### config.mk
export PLATFORM = sky130hd
export DESIGN_NAME = quad_phase_fetch_execute_core
export DESIGN_NICKNAME = d
export VERILOG_FILES = /design/src/core/core_pkg.sv /design/src/core/phase_gen.sv /design/src/core/alu8.sv /design/src/core/quad_phase_fetch_execute_core.sv
export SDC_FILE = /design/constraint.sdc
export NUM_CORES = 1
export LEC_CHECK = 0
export BUFFER_PORTS_ARGS = -buffer_cell sky130_fd_sc_hd__buf_4
export CAP_MARGIN = 20
export CELL_PAD_IN_SITES_DETAIL_PLACEMENT = 2
export CELL_PAD_IN_SITES_GLOBAL_PLACEMENT = 2
export CORE_ASPECT_RATIO = 2
export CORE_MARGIN = 1.5
export CORE_UTILIZATION = 30
export CTS_CLUSTER_DIAMETER = 30
export DETAILED_ROUTE_END_ITERATION = 10
export GPL_ROUTABILITY_DRIVEN = 0
export PLACE_DENSITY = 0.7
export SLEW_MARGIN = 20
export SYNTH_ARGS = -nofsm -noshare
export SYNTH_HDL_FRONTEND = slang
export SYNTH_HIERARCHICAL = 1
export SYNTH_SLANG_ARGS = --single-unit
### constraint.sdc
create_clock -name CORE_CLK -period 5.76 [get_ports CORE_CLK]
set_clock_uncertainty 0.1 [all_clocks]
set_input_delay 0 -clock CORE_CLK [delete_from_list [all_inputs] [get_ports CORE_CLK]]
set_output_delay 0 -clock CORE_CLK [all_outputs]
set_load 0.005 [all_outputs]
### src/core/core_pkg.sv
// Operation
// - The clock is divided by four into four non-overlapping phases that make one instruction cycle.
// - The program counter steps once per instruction cycle, in phase_one, which opens each fetch.
// - A fetched word enters the instruction latch at the next phase_one and runs in phases two to four.
// - Fetch of the next word overlaps execution of the current one, one instruction per cycle.
// - The data operand is read in phase_two and the destination is written in phase_four.
// - A change of program counter discards the fetched word, so a branch takes two cycles.
// - An 8-bit ALU and an 8-bit working register operate with any register file location.
// - The ALU adds, subtracts, shifts and does logic, in two's complement arithmetic.
// - Two-operand ops use the working register with a file register or literal; one-operand ops use either.
// - Each instruction updates carry, half carry and zero flags as its kind demands.
// - Subtraction leaves carry as an inverted borrow and half carry as an inverted nibble borrow.
// - Instructions come only from internal program memory of 4096 words of 14 bits.
// - Special registers, the program counter low byte among them, sit in data memory space.
// - Reset starts fetching at address zero and interrupts vector to address four.
`default_nettype none

package core_pkg;
  localparam int PHASES = 4;
  localparam int PROG_WORDS = 4096;
  localparam int PC_W = 12;
  localparam int INSTR_W = 14;
  localparam int DATA_W = 8;

  typedef enum logic [1:0] {PH_ONE, PH_TWO, PH_THREE, PH_FOUR} phase_e;

  localparam logic [PC_W-1:0] RESET_VECTOR = 12'h000;
  localparam logic [PC_W-1:0] INT_VECTOR = 12'h004;

  // Instruction classes in bits 13:12
  localparam logic [1:0] CLS_FILE = 2'h0;
  localparam logic [1:0] CLS_GOTO = 2'h2;
  localparam logic [1:0] CLS_LIT = 2'h3;

  // Operation codes in bits 11:8
  localparam logic [3:0] OP_NOP = 4'h0;
  localparam logic [3:0] OP_MOVWF = 4'h1;
  localparam logic [3:0] OP_MOVF = 4'h2;
  localparam logic [3:0] OP_ADD = 4'h3;
  localparam logic [3:0] OP_SUB = 4'h4;
  localparam logic [3:0] OP_AND = 4'h5;
  localparam logic [3:0] OP_IOR = 4'h6;
  localparam logic [3:0] OP_XOR = 4'h7;
  localparam logic [3:0] OP_RLF = 4'h8;
  localparam logic [3:0] OP_RRF = 4'h9;
  localparam logic [3:0] OP_COMF = 4'ha;
  localparam logic [3:0] OP_INCF = 4'hb;
  localparam logic [3:0] OP_DECF = 4'hc;
  localparam logic [3:0] OP_CLR = 4'hd;
  localparam logic [3:0] OP_SWAP = 4'he;

  // Special register addresses in data space
  localparam logic [7:0] ADDR_INDIRECT = 8'h00;
  localparam logic [7:0] ADDR_PCL = 8'h02;
  localparam logic [7:0] ADDR_STATUS = 8'h03;
  localparam logic [7:0] ADDR_FSR = 8'h04;

  // Status bit positions
  localparam int ST_C = 0;
  localparam int ST_DC = 1;
  localparam int ST_Z = 2;
endpackage

`default_nettype wire

### src/core/phase_gen.sv
`default_nettype none

module phase_gen
  import core_pkg::*;
(
  input wire logic clk,
  input wire logic rst,
  input wire logic ce,
  output logic [PHASES-1:0] phase
);
  phase_e state_r;
  phase_e state_nxt;
  logic [PHASES-1:0] phase_nxt;

  always_comb
  begin
    unique case (state_r)
      PH_ONE: state_nxt = PH_TWO;
      PH_TWO: state_nxt = PH_THREE;
      PH_THREE: state_nxt = PH_FOUR;
      PH_FOUR: state_nxt = PH_ONE;
    endcase
  end

  assign phase_nxt = 4'h1 << state_nxt;

  always_ff @(posedge clk)
  begin
    if (rst)
    begin
      state_r <= PH_ONE;
      phase <= 4'h1;
    end
    else if (ce)
    begin
      state_r <= state_nxt;
      phase <= phase_nxt;
    end
  end
endmodule

`default_nettype wire

### src/core/alu8.sv
`default_nettype none

module alu8
  import core_pkg::*;
(
  input wire logic [3:0] op,
  input wire logic [DATA_W-1:0] opnd,
  input wire logic [DATA_W-1:0] w,
  input wire logic c_in,
  output logic [DATA_W-1:0] res,
  output logic c_out,
  output logic dc_out,
  output logic z_out,
  output logic upd_c,
  output logic upd_dc,
  output logic upd_z
);
  logic [DATA_W:0] add_full;
  logic [DATA_W:0] sub_full;
  logic [4:0] add_nib;
  logic [4:0] sub_nib;

  assign add_full = {1'b0, opnd} + {1'b0, w};
  // Subtract as opnd + ~w + 1 so the carry out is the inverted borrow
  assign sub_full = {1'b0, opnd} + {1'b0, ~w} + 9'h001;
  assign add_nib = {1'b0, opnd[3:0]} + {1'b0, w[3:0]};
  assign sub_nib = {1'b0, opnd[3:0]} + {1'b0, ~w[3:0]} + 5'h01;
  assign z_out = (res == 8'h00);

  always_comb
  begin
    res = opnd;
    c_out = c_in;
    dc_out = 1'b0;
    upd_c = 1'b0;
    upd_dc = 1'b0;
    upd_z = 1'b1;
    unique case (op)
      OP_ADD:
      begin
        {c_out, res} = add_full;
        dc_out = add_nib[4];
        upd_c = 1'b1;
        upd_dc = 1'b1;
      end
      OP_SUB:
      begin
        {c_out, res} = sub_full;
        dc_out = sub_nib[4];
        upd_c = 1'b1;
        upd_dc = 1'b1;
      end
      OP_AND: res = opnd & w;
      OP_IOR: res = opnd | w;
      OP_XOR: res = opnd ^ w;
      OP_RLF:
      begin
        {c_out, res} = {opnd, c_in};
        upd_c = 1'b1;
        upd_z = 1'b0;
      end
      OP_RRF:
      begin
        {res, c_out} = {c_in, opnd};
        upd_c = 1'b1;
        upd_z = 1'b0;
      end
      OP_COMF: res = ~opnd;
      OP_INCF: res = opnd + 8'h01;
      OP_DECF: res = opnd - 8'h01;
      OP_CLR: res = 8'h00;
      OP_SWAP:
      begin
        res = {opnd[3:0], opnd[7:4]};
        upd_z = 1'b0;
      end
      OP_MOVWF:
      begin
        res = w;
        upd_z = 1'b0;
      end
      OP_MOVF: res = opnd;
      default: upd_z = 1'b0;
    endcase
  end
endmodule

`default_nettype wire

### src/core/quad_phase_fetch_execute_core.sv
`default_nettype none

module quad_phase_fetch_execute_core
  import core_pkg::*;
(
  input wire logic CORE_CLK,
  input wire logic RST,
  input wire logic CE,
  input wire logic MASTER_CLEAR_PIN_N,
  input wire logic INT_REQ,
  input wire logic [INSTR_W-1:0] PROG_DATA,
  input wire logic [DATA_W-1:0] DATA_RDATA,
  output logic [PHASES-1:0] PHASE,
  output logic [PC_W-1:0] PROG_ADDR,
  output logic [7:0] DATA_ADDR,
  output logic DATA_RD_EN,
  output logic DATA_WR_EN,
  output logic [DATA_W-1:0] DATA_WDATA,
  output logic [DATA_W-1:0] WORK_REG,
  output logic [2:0] STATUS_FLAGS
);
  // Master clear pin synchroniser
  logic master_clear_pin_meta_r;
  logic master_clear_pin_sync_r;
  logic rst_core;

  always_ff @(posedge CORE_CLK)
  begin
    if (RST)
    begin
      master_clear_pin_meta_r <= 1'b1;
      master_clear_pin_sync_r <= 1'b1;
    end
    else if (CE)
    begin
      master_clear_pin_meta_r <= MASTER_CLEAR_PIN_N;
      master_clear_pin_sync_r <= master_clear_pin_meta_r;
    end
  end

  assign rst_core = RST | ~master_clear_pin_sync_r;

  logic ph_one;
  logic ph_two;
  logic ph_three;
  logic ph_four;

  phase_gen u_phase (
    .clk(CORE_CLK),
    .rst(rst_core),
    .ce(CE),
    .phase(PHASE)
  );

  assign ph_one = PHASE[0];
  assign ph_two = PHASE[1];
  assign ph_three = PHASE[2];
  assign ph_four = PHASE[3];

  // Pipeline state
  logic [PC_W-1:0] program_counter_r;
  logic [INSTR_W-1:0] fetch_r;
  logic fetch_valid_r;
  logic [INSTR_W-1:0] instruction_latch_r;
  logic instr_valid_r;
  logic [DATA_W-1:0] fsr_r;
  logic carry_flag_r;
  logic half_carry_flag_r;
  logic zero_flag_r;
  logic [DATA_W-1:0] result_r;
  logic res_c_r;
  logic res_dc_r;
  logic res_z_r;
  logic upd_c_r;
  logic upd_dc_r;
  logic upd_z_r;

  // In phase_one decode looks at the word about to enter the latch
  logic [INSTR_W-1:0] cur_word;
  logic cur_valid;
  logic [1:0] cls;
  logic [3:0] op;
  logic dst_file;
  logic [7:0] lit;
  logic [PC_W-1:0] target;
  logic is_file;
  logic is_lit;
  logic is_goto;
  logic [7:0] eff_addr;
  logic hit_zero;
  logic hit_pcl;
  logic hit_status;
  logic hit_fsr;
  logic sfr_int;
  logic needs_read;
  logic writes_file;
  logic writes_w;
  logic single_op;

  assign cur_word = ph_one ? fetch_r : instruction_latch_r;
  assign cur_valid = ph_one ? fetch_valid_r : instr_valid_r;
  assign cls = cur_word[13:12];
  assign op = cur_word[11:8];
  assign dst_file = cur_word[7];
  assign lit = cur_word[7:0];
  assign target = cur_word[PC_W-1:0];
  assign is_file = cur_valid & (cls == CLS_FILE);
  assign is_lit = cur_valid & (cls == CLS_LIT);
  assign is_goto = cur_valid & (cls == CLS_GOTO);
  // Address zero reaches data memory through the pointer register
  assign eff_addr = ({1'b0, cur_word[6:0]} == ADDR_INDIRECT) ? fsr_r : {1'b0, cur_word[6:0]};
  assign hit_zero = (eff_addr == ADDR_INDIRECT);
  assign hit_pcl = (eff_addr == ADDR_PCL);
  assign hit_status = (eff_addr == ADDR_STATUS);
  assign hit_fsr = (eff_addr == ADDR_FSR);
  assign sfr_int = hit_zero | hit_pcl | hit_status | hit_fsr;
  assign needs_read = is_file & (op != OP_NOP) & (op != OP_MOVWF) & (op != OP_CLR);
  assign writes_file = is_file & (op != OP_NOP) & ((op == OP_MOVWF) | dst_file);
  assign writes_w = (is_file & (op != OP_NOP) & (op != OP_MOVWF) & ~dst_file)
                  | (is_lit & (op != OP_NOP) & (op != OP_MOVWF));
  assign single_op = (op == OP_RLF) | (op == OP_RRF) | (op == OP_COMF) | (op == OP_INCF)
                   | (op == OP_DECF) | (op == OP_CLR) | (op == OP_SWAP);

  // Operand selection for the ALU
  logic [DATA_W-1:0] sfr_rdata;
  logic [DATA_W-1:0] file_val;
  logic [DATA_W-1:0] alu_opnd;
  logic [DATA_W-1:0] alu_res;
  logic alu_c;
  logic alu_dc;
  logic alu_z;
  logic alu_upd_c;
  logic alu_upd_dc;
  logic alu_upd_z;

  assign sfr_rdata = hit_pcl ? program_counter_r[7:0]
                   : hit_status ? {5'h00, zero_flag_r, half_carry_flag_r, carry_flag_r}
                   : hit_fsr ? fsr_r
                   : 8'h00;
  assign file_val = sfr_int ? sfr_rdata : DATA_RDATA;
  // Literal forms take the literal as second operand, or W for one-operand ops
  assign alu_opnd = is_file ? file_val : (single_op ? WORK_REG : lit);

  alu8 u_alu (
    .op(op),
    .opnd(alu_opnd),
    .w(WORK_REG),
    .c_in(carry_flag_r),
    .res(alu_res),
    .c_out(alu_c),
    .dc_out(alu_dc),
    .z_out(alu_z),
    .upd_c(alu_upd_c),
    .upd_dc(alu_upd_dc),
    .upd_z(alu_upd_z)
  );

  // Change of flow decided at the end of phase_four
  logic pcl_write;
  logic flush;
  logic [PC_W-1:0] pc_jump;

  assign pcl_write = writes_file & hit_pcl;
  assign flush = is_goto | pcl_write | INT_REQ;
  assign pc_jump = is_goto ? target
                 : pcl_write ? {program_counter_r[PC_W-1:8], result_r}
                 : INT_VECTOR;

  // Fetch side
  always_ff @(posedge CORE_CLK)
  begin
    if (rst_core)
    begin
      program_counter_r <= RESET_VECTOR;
      PROG_ADDR <= RESET_VECTOR;
      fetch_r <= 14'h0000;
      fetch_valid_r <= 1'b0;
    end
    else if (CE)
    begin
      if (ph_one)
      begin
        PROG_ADDR <= program_counter_r;
        program_counter_r <= program_counter_r + 12'h001;
      end
      if (ph_four)
      begin
        fetch_r <= PROG_DATA;
        fetch_valid_r <= ~flush;
        if (flush)
        begin
          program_counter_r <= pc_jump;
        end
      end
    end
  end

  // Instruction latch
  always_ff @(posedge CORE_CLK)
  begin
    if (rst_core)
    begin
      instruction_latch_r <= 14'h0000;
      instr_valid_r <= 1'b0;
    end
    else if (CE && ph_one)
    begin
      instruction_latch_r <= fetch_r;
      instr_valid_r <= fetch_valid_r;
    end
  end

  // Data memory port
  always_ff @(posedge CORE_CLK)
  begin
    if (rst_core)
    begin
      DATA_ADDR <= 8'h00;
      DATA_RD_EN <= 1'b0;
      DATA_WR_EN <= 1'b0;
      DATA_WDATA <= 8'h00;
    end
    else if (CE)
    begin
      if (ph_one)
      begin
        DATA_ADDR <= eff_addr;
        DATA_RD_EN <= needs_read & ~sfr_int;
      end
      if (ph_two)
      begin
        DATA_RD_EN <= 1'b0;
      end
      if (ph_three)
      begin
        DATA_WR_EN <= writes_file & ~sfr_int;
        DATA_WDATA <= alu_res;
      end
      if (ph_four)
      begin
        DATA_WR_EN <= 1'b0;
      end
    end
  end

  // Result capture in phase_three
  always_ff @(posedge CORE_CLK)
  begin
    if (rst_core)
    begin
      result_r <= 8'h00;
      res_c_r <= 1'b0;
      res_dc_r <= 1'b0;
      res_z_r <= 1'b0;
      upd_c_r <= 1'b0;
      upd_dc_r <= 1'b0;
      upd_z_r <= 1'b0;
    end
    else if (CE && ph_three)
    begin
      result_r <= alu_res;
      res_c_r <= alu_c;
      res_dc_r <= alu_dc;
      res_z_r <= alu_z;
      upd_c_r <= alu_upd_c & (is_file | is_lit);
      upd_dc_r <= alu_upd_dc & (is_file | is_lit);
      upd_z_r <= alu_upd_z & (is_file | is_lit);
    end
  end

  // Destination write in phase_four
  always_ff @(posedge CORE_CLK)
  begin
    if (rst_core)
    begin
      WORK_REG <= 8'h00;
      fsr_r <= 8'h00;
      carry_flag_r <= 1'b0;
      half_carry_flag_r <= 1'b0;
      zero_flag_r <= 1'b0;
    end
    else if (CE && ph_four)
    begin
      if (writes_w)
      begin
        WORK_REG <= result_r;
      end
      if (writes_file && hit_fsr)
      begin
        fsr_r <= result_r;
      end
      // A direct write to the status register wins over flag updates
      if (writes_file && hit_status)
      begin
        carry_flag_r <= result_r[ST_C];
        half_carry_flag_r <= result_r[ST_DC];
        zero_flag_r <= result_r[ST_Z];
      end
      else
      begin
        if (upd_c_r)
        begin
          carry_flag_r <= res_c_r;
        end
        if (upd_dc_r)
        begin
          half_carry_flag_r <= res_dc_r;
        end
        if (upd_z_r)
        begin
          zero_flag_r <= res_z_r;
        end
      end
    end
  end

  always_ff @(posedge CORE_CLK)
  begin
    if (rst_core)
    begin
      STATUS_FLAGS <= 3'h0;
    end
    else if (CE)
    begin
      STATUS_FLAGS <= {zero_flag_r, half_carry_flag_r, carry_flag_r};
    end
  end
endmodule

`default_nettype wire

==> metrics.txt <==
status=completed; Filler cells=2,847; vias in the first global route=8,618; achievable frequency=187 MHz; row count=81; final setup violation count=0; Syn Nets=1,008; Yosys Warn Count=6; Die Y=226 um; Slew Limit Fails=0; clock tree buffer depth=2; Tightest Pin Transition=0.999 ns; clock sinks=108; R2R depth=18; Critical Path RT=5.96 ns; Crit Path Max Fanout=8; fin crit period=5.33 ns; relative slew slack=33.3%; via/cell ratio=5.81; GR Overflow Total=0; #FFs+latches synth=108; max_cap viols=0; Crit Path Category=reg -> reg; FF-to-FF setup slack=0.43 ns; Hold Crit Start=INT_REQ; share of cells above drive strength 1=16.7%; Tot Pwr=1.62 mW; # port buffers=71; post-synth top area cell=dfxtp_1; peak supply drop=0.182 mV; initial antenna violation count=0; drt drc=0; Total GRT Usage=26.4%; critical path arrival=5.54 ns; unrepaired setup endpoints after global routing=no; first-pass GRT wire length=51,100 um; Worst Hold Depth=5; critical path endpoint category=register; Synth top area share=29.0%; most frequent cell after synthesis=nand2_1; Worst Hold Class=in -> reg; Synth async-reset ratio=0%; initial detailed-routing violation count=290; leakage power=3.48 nW; wire per inst=24.5 um; die width=114 um; Layout area overhead=18.9%; TritonRoute pass-1 iters=5; most used flip-flop cell after synthesis=dfxtp_1; syn_area_per_cell=7.85 um2; root buf cell=clkbuf_16; EDFF count, synth=0; Commonest cells post-synth=160 x nand2_1, 108 x dfxtp_1, 94 x a21oi_1, 67 x nor2_1, 47 x mux2i_1; Worst Hold Path EP=program_counter_r[2]; Via Count=7,886; Post-Syn Area=0.00745 mm2; post-synth cell types=90; post-CTS setup buffer count=0; antenna fix cells=0; Core ar.=0.0244 mm2; post-route setup TNS=0 ns; Cell Count Post-Placement=1,325; Syn Inst Count=949; Fin. Hold Viols=0; Seq/Total Area, Yosys=29.0%; H-tree depth=3; ranking of synthesized cells by area=dfxtp_1 29%, nand2_1 8.1%, a21oi_1 6.3%; Power Density=183 mW/mm2; Post-Route WL=33,300 um; Reg clk slew, reported paths=0.08 ns; RR Startpoint=u_phase/phase[0]; CTS buffer count=9; largest net degree at the start of global routing=61; Worst-Skew Late Latency=0.37 ns; CP startpoint kind=register; Initial Util=30.5%; Final Non-Filler Cells=1,358; nets=1,080; Worst R2R End=res_z_r; CTS tree=yes; fin crit share=92.6%; DPL Wire Length=26,200 um; io pins=72; Post-DRT Antenna Nets=0; Die ar.=0.0258 mm2
## per-stage QoR
stage / setup slack, ns / hold slack [ns] / utilization (%) / cell area (um2)
final: 0.426 / 0.192 / 36.2 / 8850
after CTS: 0.432 / 0.191 / 36.2 / 8850
after floorplan: 0.591 / -0.00143 / - / 7450
after detailed placement: 0.467 / 0.118 / 34.2 / 8360
after global placement: 0.699 / 0.110 / 34.2 / 8360
after global routing: 0.0545 / 0.236 / 36.2 / 8850
## routing by layer
layer	part of all wire [%]	up-vias	global-route usage, %
met5	0	-	0
met4	9.1	0	22.7
li1	-	3581	-
met2	55	235	50.0
met3	2.9	127	2.93
met1	33	3943	24.3
## state kept, by name, summed over array words and instances (netlist names), 4 cells and up
name and count:
fetch_r 14, WORK_REG 8, program_counter_r 12, fsr_r 8, DATA_ADDR 8, DATA_WDATA 8
instruction_latch_r 14, PROG_ADDR 12, u_phase/phase 4
## layout make-up
class                      count  area, um2  area share [%]
tap                          332        415            4.69
timing repair buffer         127        996            11.3
sequential                   108       2160            24.4
multi-input combinational    736       4810            54.3
inverter                      39        146            1.65
clock inverter                 7       98.8            1.12
clock buffer                   9        225            2.54
## power breakdown
group	internal, mW	total [mW]	switching, mW
combinational	0.0606	0.158	0.0975
clock	0.384	0.696	0.312
sequential	0.755	0.766	0.0108
## logic make-up (layout without fill, tap and decap cells)
logic type | count (synthesis) | count (layout) | synth area share (%)
and+or+nand+nor | 362 | 362 | 23.8
AOI/OAI and AO/OA | 279 | 279 | 26.4
DFF | 108 | 108 | 29.0
buffers and inverters | 105 | 182 | 6.49
muxes | 61 | 61 | 8.43
adders and majority gates | 32 | 32 | 5.58
xor gates and xnor gates | 2 | 2 | 0.235
## worst max-delay path, stage by stage, from the launching register on
cell,delay (ns)
dfxtp_1,0.48
mux2_2,0.41
a41o_1,0.32
or3_4,0.44
nor3_1,0.28
buf_4,0.22
a222oi_1,0.08
mux2i_1,0.33
inv_1,0.17
ha_1,0.47
nor3_2,0.11
o311a_1,0.37
a2111oi_2,0.41
nand3_1,0.15
o311ai_2,0.33
o2111ai_1,0.22
nor4_2,0.18
nand2_1,0.08
a21oi_1,0.14
## placed cells by master, fill, tap and decap left out, types with 10 or more instances in the layout
| cell type | Yosys | routed |
|---|---|---|
| nand3_1 | 14 | 14 |
| nor2b_1 | 17 | 17 |
| a22oi_1 | 11 | 11 |
| dfxtp_1 | 108 | 108 |
| a211o_1 | 10 | 10 |
| dlygate4sd3_1 | 0 | 17 |
| o211ai_1 | 10 | 10 |
| nand4_1 | 10 | 10 |
| nand2_1 | 160 | 160 |
| nor3_1 | 16 | 16 |
| buf_4 | 4 | 110 |
| nor2_1 | 67 | 67 |
| nand2b_1 | 16 | 16 |
| ha_1 | 30 | 30 |
| inv_1 | 37 | 37 |
| mux2i_1 | 47 | 47 |
| and4_1 | 11 | 11 |
| o21ai_0 | 33 | 33 |
| mux2_2 | 14 | 14 |
| a21oi_1 | 94 | 94 |
## what timing repair did
action,CTS,global route
hold buffers,17,0
setup endpoints to repair,0,0
resized for setup,0,0
endpoints found under the hold margin,17,0
## worst max-delay path by stage
stage	from	end	slack, ns
global route	u_phase/phase[0]	res_z_r	0.05
detailed placement	fetch_r[3]	res_z_r	0.47
CTS	u_phase/phase[0]	res_z_r	0.43
floorplan	u_phase/phase[0]	res_z_r	0.59
finish	u_phase/phase[0]	res_z_r	0.43
global placement	u_phase/phase[0]	res_z_r	0.70
Note: power is estimated with default switching activity, not from simulation.
